**src/logic/usb_sie_pkg.sv**
```systemverilog
/*
 * Shared constants and types for the USB line configuration and
 * transfer status block: register offsets, field positions, reset
 * values and line codes.
 * Assumes a 32-bit APB master that addresses aligned words.
 */
package usb_sie_pkg;
    // ------------------------------------------------------------
    // Register byte offsets
    // ------------------------------------------------------------
    localparam logic [7:0] OFS_LINE_CONFIG = 8'h00;
    localparam logic [7:0] OFS_XFER_STATUS = 8'h04;
    localparam logic [7:0] OFS_USB_CONTROL = 8'h08;
    localparam logic [7:0] OFS_USB_FLAGS = 8'h0c;
    // ------------------------------------------------------------
    // Configuration fields
    // ------------------------------------------------------------
    localparam int CFG_EYE_TEST = 7;
    localparam int CFG_OE_MONITOR = 6;
    localparam int CFG_PULLUP = 4;
    localparam int CFG_EXT_XCVR = 3;
    localparam int CFG_FULL_SPEED = 2;
    localparam int CFG_PP_HI = 1;
    localparam int CFG_PP_LO = 0;
    localparam logic [7:0] CFG_WMASK = 8'hdf;
    localparam logic [7:0] CFG_RESET = 8'h00;
    // ------------------------------------------------------------
    // Control, flag and status fields
    // ------------------------------------------------------------
    localparam int CTL_MODULE_ENABLE = 3;
    localparam logic [7:0] CTL_RESET = 8'h00;
    localparam int FLG_XFER_DONE = 3;
    localparam int ST_ENDP_HI = 6;
    localparam int ST_ENDP_LO = 3;
    localparam int ST_DIR = 2;
    localparam int ST_PINGPONG_POINTER_INDICATOR = 1;
    // ------------------------------------------------------------
    // Timing counts and queue sizes
    // ------------------------------------------------------------
    localparam int REFLAG_CYCLES = 3;
    localparam int STATUS_DEPTH = 4;
    localparam int ENTRY_W = 6;
    // Bus states on the driver pair and sense pair
    typedef enum logic [1:0] {LINE_SE0, LINE_DIFF0, LINE_DIFF1, LINE_ILLEGAL} line_code_t;
    // Ping-pong arrangements
    typedef enum logic [1:0] {PP_NONE, PP_EP0_OUT, PP_ALL, PP_ALL_BUT_EP0} pp_mode_t;
endpackage

```
**src/logic/status_fifo_if.sv**
```systemverilog
/*
 * Carrier between the top block and its transfer status queue.
 * Assumes both ends share pclk.
 */
`timescale 1ns/1ps
interface status_fifo_if #(parameter int W = 6) ();
    logic push; // Engine finished with a buffer
    logic [W-1:0] push_data; // Endpoint, direction, buffer parity
    logic pop; // Advance to next entry
    logic flush; // Drop all entries
    logic [W-1:0] head; // Oldest entry
    logic empty;
    logic full;
    modport queue (input push, push_data, pop, flush, output head, empty, full);
    modport user (output push, push_data, pop, flush, input head, empty, full);
endinterface

```
**src/logic/status_fifo.sv**
```systemverilog
/*
 * Small queue of transfer status entries.
 * Refuses pushes itself while full; the caller need not.
 */
`timescale 1ns/1ps
module status_fifo
    import usb_sie_pkg::*;
#(
    parameter int DEPTH = STATUS_DEPTH,
    parameter int W = ENTRY_W
) (
    input wire logic pclk,
    input wire logic presetn,
    status_fifo_if.queue q
);
    localparam int AW = $clog2(DEPTH);
    logic [W-1:0] mem_ff [DEPTH]; // Entry storage
    logic [AW-1:0] rd_ff; // Read pointer
    logic [AW-1:0] wr_ff; // Write pointer
    logic [AW:0] cnt_ff; // Entries held
    wire do_push = q.push && !q.full;
    wire do_pop = q.pop && !q.empty;
    assign q.head = mem_ff[rd_ff];
    assign q.empty = (cnt_ff == '0);
    assign q.full = (cnt_ff == (AW+1)'(DEPTH));
    // ------------------------------------------------------------
    // Pointers and count
    // ------------------------------------------------------------
    always_ff @(posedge pclk or negedge presetn) begin
        if (!presetn) begin
            rd_ff <= '0;
            wr_ff <= '0;
            cnt_ff <= '0;
        end else if (q.flush) begin
            rd_ff <= '0;
            wr_ff <= '0;
            cnt_ff <= '0;
        end else begin
            if (do_push) wr_ff <= (wr_ff == AW'(DEPTH-1)) ? '0 : wr_ff + 1'b1;
            if (do_pop) rd_ff <= (rd_ff == AW'(DEPTH-1)) ? '0 : rd_ff + 1'b1;
            cnt_ff <= cnt_ff + (AW+1)'(do_push) - (AW+1)'(do_pop);
        end
    end
    // Storage has no reset; contents are only trusted while counted
    always_ff @(posedge pclk) begin
        if (do_push) mem_ff[wr_ff] <= q.push_data;
    end
endmodule

```
**src/logic/usb_sie_config_xcvr_status.sv**
```systemverilog
/*
 * Line configuration, external transceiver interface and transfer
 * status window of a USB serial engine, reached over APB.
 * Assumes the serial engine core sits on pclk, presents its driven
 * bus state and its buffer completion events, and that transceiver
 * pins are asynchronous to pclk.
 */
`timescale 1ns/1ps
// Behaviour
// - External select bypasses internal transceiver
// - Driver pair encodes SE0, diff 0, diff 1
// - Sense pair decodes SE0, LS, FS, error
// - Transmit enable low while sending, else high
// - Monitor active by bit or external select
// - Pull-up on D+ full speed, D- low
// - Pull-up bit ignored with external transceiver
// - Ping-pong arrangement from two-bit field
// - Eye test repeats J-K or K-J endlessly
// - Status window shows head of four-entry queue
// - Clearing done flag pops; reflag within three cycles
// - Queue full endpoint request gets automatic NAK
// - Endpoint 6:3, direction 2, parity 1
// - Parity bit only for paired buffer endpoints
// - Module enable gates transmit, pull-ups, queue and NAK; not the receive path
module usb_sie_config_xcvr_status
    import usb_sie_pkg::*;
#(
    parameter int EYE_BIT_CYCLES = 4
) (
    input wire logic pclk,
    input wire logic presetn,
    input wire logic psel,
    input wire logic penable,
    input wire logic pwrite,
    input wire logic [7:0] paddr,
    input wire logic [31:0] pwdata,
    output logic [31:0] prdata,
    output logic pready,
    output logic pslverr,
    input wire logic tx_active,
    input wire logic [1:0] tx_line,
    input wire logic xfer_done,
    input wire logic [3:0] xfer_endpoint,
    input wire logic xfer_dir_in,
    input wire logic xfer_odd,
    input wire logic endpoint_request,
    output logic auto_nak,
    output logic [1:0] rx_line_state,
    output logic rx_data,
    output logic drive_plus_out,
    output logic drive_minus_out,
    output logic transmit_enable_n,
    input wire logic sense_plus_in,
    input wire logic sense_minus_in,
    input wire logic diff_receive_in,
    output logic int_drive_plus,
    output logic int_drive_minus,
    output logic int_transmit_enable_n,
    input wire logic int_sense_plus,
    input wire logic int_sense_minus,
    input wire logic int_receive,
    output logic oe_monitor_n,
    output logic dplus_pullup_en,
    output logic dminus_pullup_en,
    output logic full_speed_edges,
    output logic [1:0] pingpong_mode,
    output logic module_enabled
);
    // ------------------------------------------------------------
    // Registers
    // ------------------------------------------------------------
    logic [7:0] cfg_ff; // Line configuration
    logic [7:0] ctl_ff; // Control, module enable
    logic xfer_done_flag_ff; // Transfer done flag
    logic [1:0] reflag_cnt_ff; // Hold-off after a pop
    logic [2:0] sync1_ff; // First synchroniser stage
    logic [2:0] sync2_ff; // Second synchroniser stage
    logic drive_plus_ff;
    logic drive_minus_ff;
    logic tx_en_n_ff;
    logic mon_n_ff;
    logic dp_pu_ff;
    logic dm_pu_ff;
    logic auto_nak_ff;
    logic [31:0] prdata_ff;
    logic [7:0] eye_cnt_ff; // Bit period counter
    typedef enum {EYE_OFF, EYE_FIRST, EYE_SECOND} eye_state_t;
    eye_state_t eye_ff;
    eye_state_t nxt_eye;
    status_fifo_if #(.W(ENTRY_W)) sq ();
    // ------------------------------------------------------------
    // Decoded configuration
    // ------------------------------------------------------------
    wire enabled = ctl_ff[CTL_MODULE_ENABLE];
    wire ext_sel = cfg_ff[CFG_EXT_XCVR];
    wire fs_sel = cfg_ff[CFG_FULL_SPEED];
    wire pull_req = cfg_ff[CFG_PULLUP];
    wire eye_req = cfg_ff[CFG_EYE_TEST] && enabled;
    wire [1:0] pp_field = cfg_ff[CFG_PP_HI:CFG_PP_LO];
    // ------------------------------------------------------------
    // APB decode
    // ------------------------------------------------------------
    wire access = psel && penable;
    wire hit_cfg = (paddr == OFS_LINE_CONFIG);
    wire hit_st = (paddr == OFS_XFER_STATUS);
    wire hit_ctl = (paddr == OFS_USB_CONTROL);
    wire hit_flg = (paddr == OFS_USB_FLAGS);
    wire mapped = hit_cfg || hit_st || hit_ctl || hit_flg;
    wire wr_cfg = access && pwrite && hit_cfg;
    wire wr_ctl = access && pwrite && hit_ctl;
    wire rd_now = psel && !penable && !pwrite;
    // Flag is cleared by writing one while it is set
    wire done_clear = access && pwrite && hit_flg && pwdata[FLG_XFER_DONE];
    wire do_pop = done_clear && xfer_done_flag_ff;
    // Zero-wait slave: every access completes in its first access cycle
    assign pready = 1'b1;
    assign pslverr = access && !mapped;
    assign prdata = prdata_ff;
    // ------------------------------------------------------------
    // Status entry and its read view
    // ------------------------------------------------------------
    wire [3:0] head_ep = sq.head[5:2];
    wire head_in = sq.head[1];
    wire head_odd = sq.head[0];
    wire ep0 = (head_ep == 4'h0);
    // Which endpoints really own an even and an odd descriptor
    wire paired = (pp_field == PP_EP0_OUT) ? (ep0 && !head_in) :
        (pp_field == PP_ALL) ? 1'b1 :
        (pp_field == PP_ALL_BUT_EP0) ? !ep0 : 1'b0;
    wire [7:0] status_view = {1'b0, head_ep, head_in, head_odd && paired, 1'b0};
    wire [7:0] flags_view = {4'h0, xfer_done_flag_ff, 1'b0, rx_line_state};
    wire [7:0] rd_mux = hit_cfg ? cfg_ff :
        hit_st ? status_view :
        hit_ctl ? ctl_ff :
        hit_flg ? flags_view : 8'h00;
    // ------------------------------------------------------------
    // Register writes and read capture
    // ------------------------------------------------------------
    always_ff @(posedge pclk or negedge presetn) begin
        if (!presetn) begin
            cfg_ff <= CFG_RESET;
            ctl_ff <= CTL_RESET;
            prdata_ff <= '0;
        end else begin
            if (wr_cfg) cfg_ff <= pwdata[7:0] & CFG_WMASK;
            if (wr_ctl) ctl_ff <= pwdata[7:0] & (8'h01 << CTL_MODULE_ENABLE);
            // Captured in setup so data stands through the access cycle
            if (rd_now) prdata_ff <= {24'h0, rd_mux};
        end
    end
    // ------------------------------------------------------------
    // Status queue
    // ------------------------------------------------------------
    // A full queue takes no more entries; the engine is answered NAK
    assign sq.push = xfer_done && enabled;
    assign sq.push_data = {xfer_endpoint, xfer_dir_in, xfer_odd};
    assign sq.pop = do_pop;
    assign sq.flush = !enabled;
    status_fifo #(.DEPTH(STATUS_DEPTH), .W(ENTRY_W)) u_queue (
        .pclk(pclk),
        .presetn(presetn),
        .q(sq)
    );
    // ------------------------------------------------------------
    // Transfer done flag
    // ------------------------------------------------------------
    // After a pop the flag waits a short hold-off, so software sees a
    // falling edge even when the next entry is already waiting.
    always_ff @(posedge pclk or negedge presetn) begin
        if (!presetn) begin
            xfer_done_flag_ff <= 1'b0;
            reflag_cnt_ff <= '0;
        end else if (!enabled) begin
            xfer_done_flag_ff <= 1'b0;
            reflag_cnt_ff <= '0;
        end else if (do_pop) begin
            xfer_done_flag_ff <= 1'b0;
            reflag_cnt_ff <= 2'(REFLAG_CYCLES - 1);
        end else if (reflag_cnt_ff != '0) begin
            reflag_cnt_ff <= reflag_cnt_ff - 1'b1;
        end else if (!sq.empty) begin
            xfer_done_flag_ff <= 1'b1;
        end
    end
    // ------------------------------------------------------------
    // Automatic NAK on a full queue
    // ------------------------------------------------------------
    always_ff @(posedge pclk or negedge presetn) begin
        if (!presetn) auto_nak_ff <= 1'b0;
        else auto_nak_ff <= endpoint_request && sq.full && enabled;
    end
    assign auto_nak = auto_nak_ff;
    // ------------------------------------------------------------
    // Receive path
    // ------------------------------------------------------------
    // Source chosen before the synchroniser; the selection is static
    // while the module runs, so no glitch crosses.
    wire [2:0] rx_raw = ext_sel ? {sense_plus_in, sense_minus_in, diff_receive_in} :
        {int_sense_plus, int_sense_minus, int_receive};
    always_ff @(posedge pclk or negedge presetn) begin
        if (!presetn) begin
            sync1_ff <= '0;
            sync2_ff <= '0;
        end else begin
            sync1_ff <= rx_raw;
            sync2_ff <= sync1_ff;
        end
    end
    // 00 SE0, 01 low speed, 10 full speed, 11 error
    assign rx_line_state = sync2_ff[2:1];
    assign rx_data = sync2_ff[0];
    // ------------------------------------------------------------
    // Eye pattern sequencer
    // ------------------------------------------------------------
    wire bit_end = (eye_cnt_ff == 8'(EYE_BIT_CYCLES - 1));
    always_comb begin
        nxt_eye = eye_ff;
        case (eye_ff)
            EYE_OFF: if (eye_req) nxt_eye = EYE_FIRST;
            EYE_FIRST: begin
                if (!eye_req) nxt_eye = EYE_OFF;
                else if (bit_end) nxt_eye = EYE_SECOND;
            end
            EYE_SECOND: begin
                if (!eye_req) nxt_eye = EYE_OFF;
                else if (bit_end) nxt_eye = EYE_FIRST;
            end
            default: nxt_eye = EYE_OFF;
        endcase
    end
    always_ff @(posedge pclk or negedge presetn) begin
        if (!presetn) begin
            eye_ff <= EYE_OFF;
            eye_cnt_ff <= '0;
        end else begin
            eye_ff <= nxt_eye;
            eye_cnt_ff <= (eye_ff == EYE_OFF || bit_end) ? '0 : eye_cnt_ff + 1'b1;
        end
    end
    // Low speed J is diff 0 and full speed K is diff 0, so both
    // sequences open on diff 0 and alternate.
    wire eye_on = (eye_ff != EYE_OFF);
    line_code_t eye_code;
    assign eye_code = (eye_ff == EYE_FIRST) ? LINE_DIFF0 : LINE_DIFF1;
    // ------------------------------------------------------------
    // Transmit path
    // ------------------------------------------------------------
    wire sending = enabled && (eye_on || tx_active);
    wire [1:0] code = eye_on ? eye_code : tx_line;
    // Illegal requests fall back to SE0 so both drivers never rise
    wire plus_v = sending && (code == LINE_DIFF1);
    wire minus_v = sending && (code == LINE_DIFF0);
    always_ff @(posedge pclk or negedge presetn) begin
        if (!presetn) begin
            drive_plus_ff <= 1'b0;
            drive_minus_ff <= 1'b0;
            tx_en_n_ff <= 1'b1;
            mon_n_ff <= 1'b1;
        end else begin
            drive_plus_ff <= plus_v;
            drive_minus_ff <= minus_v;
            tx_en_n_ff <= !sending;
            // Monitor shows drive intervals when asked or when external
            mon_n_ff <= !(sending && (cfg_ff[CFG_OE_MONITOR] || ext_sel));
        end
    end
    // Only the selected transceiver is steered; the other stays idle
    assign drive_plus_out = drive_plus_ff && ext_sel;
    assign drive_minus_out = drive_minus_ff && ext_sel;
    assign transmit_enable_n = tx_en_n_ff || !ext_sel;
    assign int_drive_plus = drive_plus_ff && !ext_sel;
    assign int_drive_minus = drive_minus_ff && !ext_sel;
    assign int_transmit_enable_n = tx_en_n_ff || ext_sel;
    assign oe_monitor_n = mon_n_ff;
    // ------------------------------------------------------------
    // Pull-ups and speed
    // ------------------------------------------------------------
    // Pull-ups follow the enable, acting as a soft attach
    wire pull_ok = enabled && pull_req && !ext_sel;
    always_ff @(posedge pclk or negedge presetn) begin
        if (!presetn) begin
            dp_pu_ff <= 1'b0;
            dm_pu_ff <= 1'b0;
        end else begin
            dp_pu_ff <= pull_ok && fs_sel;
            dm_pu_ff <= pull_ok && !fs_sel;
        end
    end
    assign dplus_pullup_en = dp_pu_ff;
    assign dminus_pullup_en = dm_pu_ff;
    assign full_speed_edges = fs_sel;
    assign pingpong_mode = pp_field;
    assign module_enabled = enabled;
endmodule

```
**config.mk**
```make
export PLATFORM = sky130hd
export DESIGN_NAME = usb_sie_config_xcvr_status
export DESIGN_NICKNAME = d
export VERILOG_FILES = /design/src/logic/usb_sie_pkg.sv /design/src/logic/status_fifo_if.sv /design/src/logic/status_fifo.sv /design/src/logic/usb_sie_config_xcvr_status.sv
export SDC_FILE = /design/constraint.sdc
export NUM_CORES = 1
export LEC_CHECK = 0
export BUFFER_PORTS_ARGS = -buffer_cell sky130_fd_sc_hd__buf_2
export CAP_MARGIN = 30
export CORE_UTILIZATION = 50
export DETAILED_ROUTE_END_ITERATION = 16
export HOLD_SLACK_MARGIN = 0.06
export PLACE_DENSITY = 0.78
export SKIP_LAST_GASP = 1
export SLEW_MARGIN = 0
export SYNTH_ARGS = -nofsm -noshare
export SYNTH_HDL_FRONTEND = slang
export SYNTH_HIERARCHICAL = 1
export SYNTH_SLANG_ARGS = --single-unit
```
**constraint.sdc**
```tcl
create_clock -name pclk -period 3.3 [get_ports pclk]
set_clock_uncertainty 0.2 [all_clocks]
set_input_delay 0.165 -clock pclk [delete_from_list [all_inputs] [get_ports pclk]]
set_output_delay 0.165 -clock pclk [all_outputs]
set_load 0.02 [all_outputs]
```
==> reports/results.ini <==
[outcome]
status=complete, no violations

[timing]
grt_setup_unrepaired=no
timing.fmax_mhz=325.2
finalHoldViolCount=0
fin_crit_sh=0.9318
hold_slack_ns=0.07553
worstMarginPinSlew_ns=0.8338
relSlewSlack=0.4429
slew_violations=0
period_needed_ns=3.075
finalSetupViolations=0
setup_tns_ns=0

[cts]
clk_pin_slew_worst_paths_ns=0.08
cts_buffers=9
clk-insertion-delay-late_ns=0.35
cts_tree=built
cts_sinks=73
cts_buffer_depth=2
post-cts-setup-buffer-count=0
cts_root_buf=clkbuf_8
ctsHtreeMaxLevel=3

[global_routing]
grt_pass1_vias=2419
grt_max_degree=35
grt_pass1_wl_microns=11380
antenna_found_initial=0
grt_overflow=0
track_usage=0.2061

[setup_path]
reg2reg_slack_ns=0.72
crit_type=in2reg
rr_endpoint=prdata[1]$_DFFE_PN0P_
start_kind=input port
cp_slowest_stage_delay_ns=0.54
crit_fanout=5
critPathCaptureType=register
cpMostUsedCell=inv_1
ff2ff_path_depth=5
cpMaxStageDelayCell=dlygate4sd3_1
crit_required_ns=3.32
crit_start=paddr[0]
critPathCapture=u_queue/cnt_ff[2]$_DFF_PN0_
crit_chain=dlygate4sd3_1 > buf_2 > or4_4 > nor3_4 > and4_4 > o31ai_2 > inv_1 > ha_1 > inv_1 > ha_1 > inv_1 > fa_1 > xnor2_1 > nor2_1
arrival_ns=3.09
r2r_start=u_queue/rd_ff[0]$_DFFE_PN0P_

[synthesis]
ys_ff_latch=73
yosys_warnings=6
synthTopCellsByArea=dfrtp_1 (34%), edfxtp_1 (21%), buf_4 (5.8%)
yosys.cell_types.count=58
synth_edf_count=24
yosys.area.top_type=dfrtp_1
synth_area_per_cell_sq_um=12.77
synth_area_sq_mm=0.003500
synth_top_cell_area_share=0.3361
ys_seq_area_frac=0.5570
synth_flop_cell=dfrtp_1
syn_inst=274
async_flop_share=0.6712

[floorplanning]
die_area_sq_mm=0.007338
ioPinCount=113
rows=30
die_w_microns=85.66
coreArea_sq_mm=0.006794
start_util=0.5151
die_h_microns=85.66

[routing]
dr_total_vias=2373
route.met2.wl_microns=3460
post_drt_wl_per_cell_microns=14.56
route.met3.wl_microns=402
postRouteAntennaNets=0
routed_via_density=5.028
drt-pass1-iter-count=4
met1Wirelength_microns=2847
highest_layer=met4
drtIter0Drc=100
remaining_drc_errors=0
finalWirelength_microns=6872

[power_and_ir_drop]
powerDensity_mw_per_mm2=436.0
power_w=0.001900
peakVddDrop_v=0.0002547
cellLeakagePower_nw=1.992

[finish]
layout_common_cells=buf_2 (62), dfrtp_1 (47), dlygate4sd3_1 (31), nor2_1 (26), conb_1 (25)
fill_cells=494
syn2layout_area_growth_pct=24.49
layout.nets=443
n_antenna_cell=0
layout-drive-gt1-share=0.3138
layout_commonest_cell=buf_2

[job]
drv_cap=0

[worst_hold_path]
min_path_type=in2async

[place]
portBuffers=62
gp_congestion=0.8041
hpwl_microns=4480

[metrics by stage]
stage               utilization  instances  worst slack (ns)  cell area [sq um]
global route             0.6413        472            0.1029               4357
global placement         0.5595        424            0.3602               3801
finish                   0.6413        472            0.2250               4357
floorplan                     -        297            0.5752               3586
CTS                      0.6413        472            0.2428               4357
detailed placement       0.5624        425            0.3197               3821
[registers in the layout, summed over array words and instances, names as in the netlist]
name	count
sync1_ff	3
eye_cnt_ff	8
drive_minus_ff	1
prdata	8
u_queue/cnt_ff	3
cfg_ff	7
xfer_done_flag_ff	1
dplus_pullup_en	1
sync2_ff	3
dminus_pullup_en	1
reflag_cnt_ff	2
ctl_ff	1
oe_monitor_n	1
eye_ff	2
auto_nak	1
drive_plus_ff	1
u_queue/mem_ff	24
u_queue/wr_ff	2
u_queue/rd_ff	2
tx_en_n_ff	1
[where the power goes]
group	internal, W	switching, W
sequential	0.000948	0.00000830
combinational	0.0000644	0.0000904
clock	0.000432	0.000356
total	0.00144	0.000455
[worst min path at each step]
stage	from	endpoint	slack (ns)	cells after the start
after floorplan	presetn	auto_nak$_DFF_PN0_	-0.33	0
after global placement	sync1_ff[1]$_DFF_PN0_	sync2_ff[1]$_DFF_PN0_	0.14	0
after detailed placement	presetn	drive_plus_ff$_DFF_PN0_	-0.09	1
after CTS	presetn	eye_ff[1]$_DFFE_PN0P_	0.06	2
after global routing	paddr[4]	prdata[5]$_DFFE_PN0P_	0.10	5
final	presetn	drive_minus_ff$_DFF_PN0_	0.08	2
[cells in the mapped netlist (all sizes together), types with 3 or more instances]
library cell / n
dfrtp: 47
buf: 28
nor2: 26
edfxtp: 24
nand2: 15
mux2: 13
inv: 12
ha: 9
and2: 8
nor3: 8
a21oi: 7
mux4: 7
nand3: 7
xnor2: 5
clkbuf: 4
nor2b: 4
xor2: 4
a221oi: 3
nand2b: 3
nor4b: 3
o31ai: 3
or2: 3
[cells by family (layout without fill, tap and decap cells)]
| kind of cell | count (synthesis) | count (layout) | share of synthesized area |
|---|---|---|---|
| mux | 22 | 22 | 0.1012 |
| fa+ha+maj | 10 | 10 | 0.03790 |
| buf+inv | 44 | 123 | 0.07651 |
| xor+xnor | 9 | 9 | 0.02252 |
| compound gates | 22 | 22 | 0.04469 |
| flops | 73 | 73 | 0.5570 |
| other cells | 2 | 25 | 0.002146 |
| simple gates | 92 | 92 | 0.1580 |
[worst max-delay path, delay by kind of cell]
family	cells	cell delay (ns)
xor gates and xnor gates	1	0.16
and+or+nand+nor	4	1.10
buffers and inverters	5	0.85
adders and majority gates	3	0.72
AOI/OAI and AO/OA	1	0.11
[repair_timing]
action | 4_1_cts | 5_1_grt
setup endpoints to repair | 0 | 0
hold buffers | 31 | 0
endpoints found under the hold margin | 97 | 0
resized for setup | 0 | 0
[metal layers]
metal	vias to the layer above	global-route usage
met5	-	0
met4	0	0.1030
met3	16	0.05294
met2	113	0.3549
met1	1142	0.2395
li1	1102	-
[cell type report]
class	instances	area (sq um)	share of cell area
sequential	73	1949	0.4474
multi-input combinational	180	1369	0.3142
timing repair buffer	95	648.1	0.1488
clock buffer	9	123.9	0.02843
tap	96	120.1	0.02757
clock inverter	7	101.3	0.02326
inverter	12	45.04	0.01034
Power figures use the tool's default switching activity.
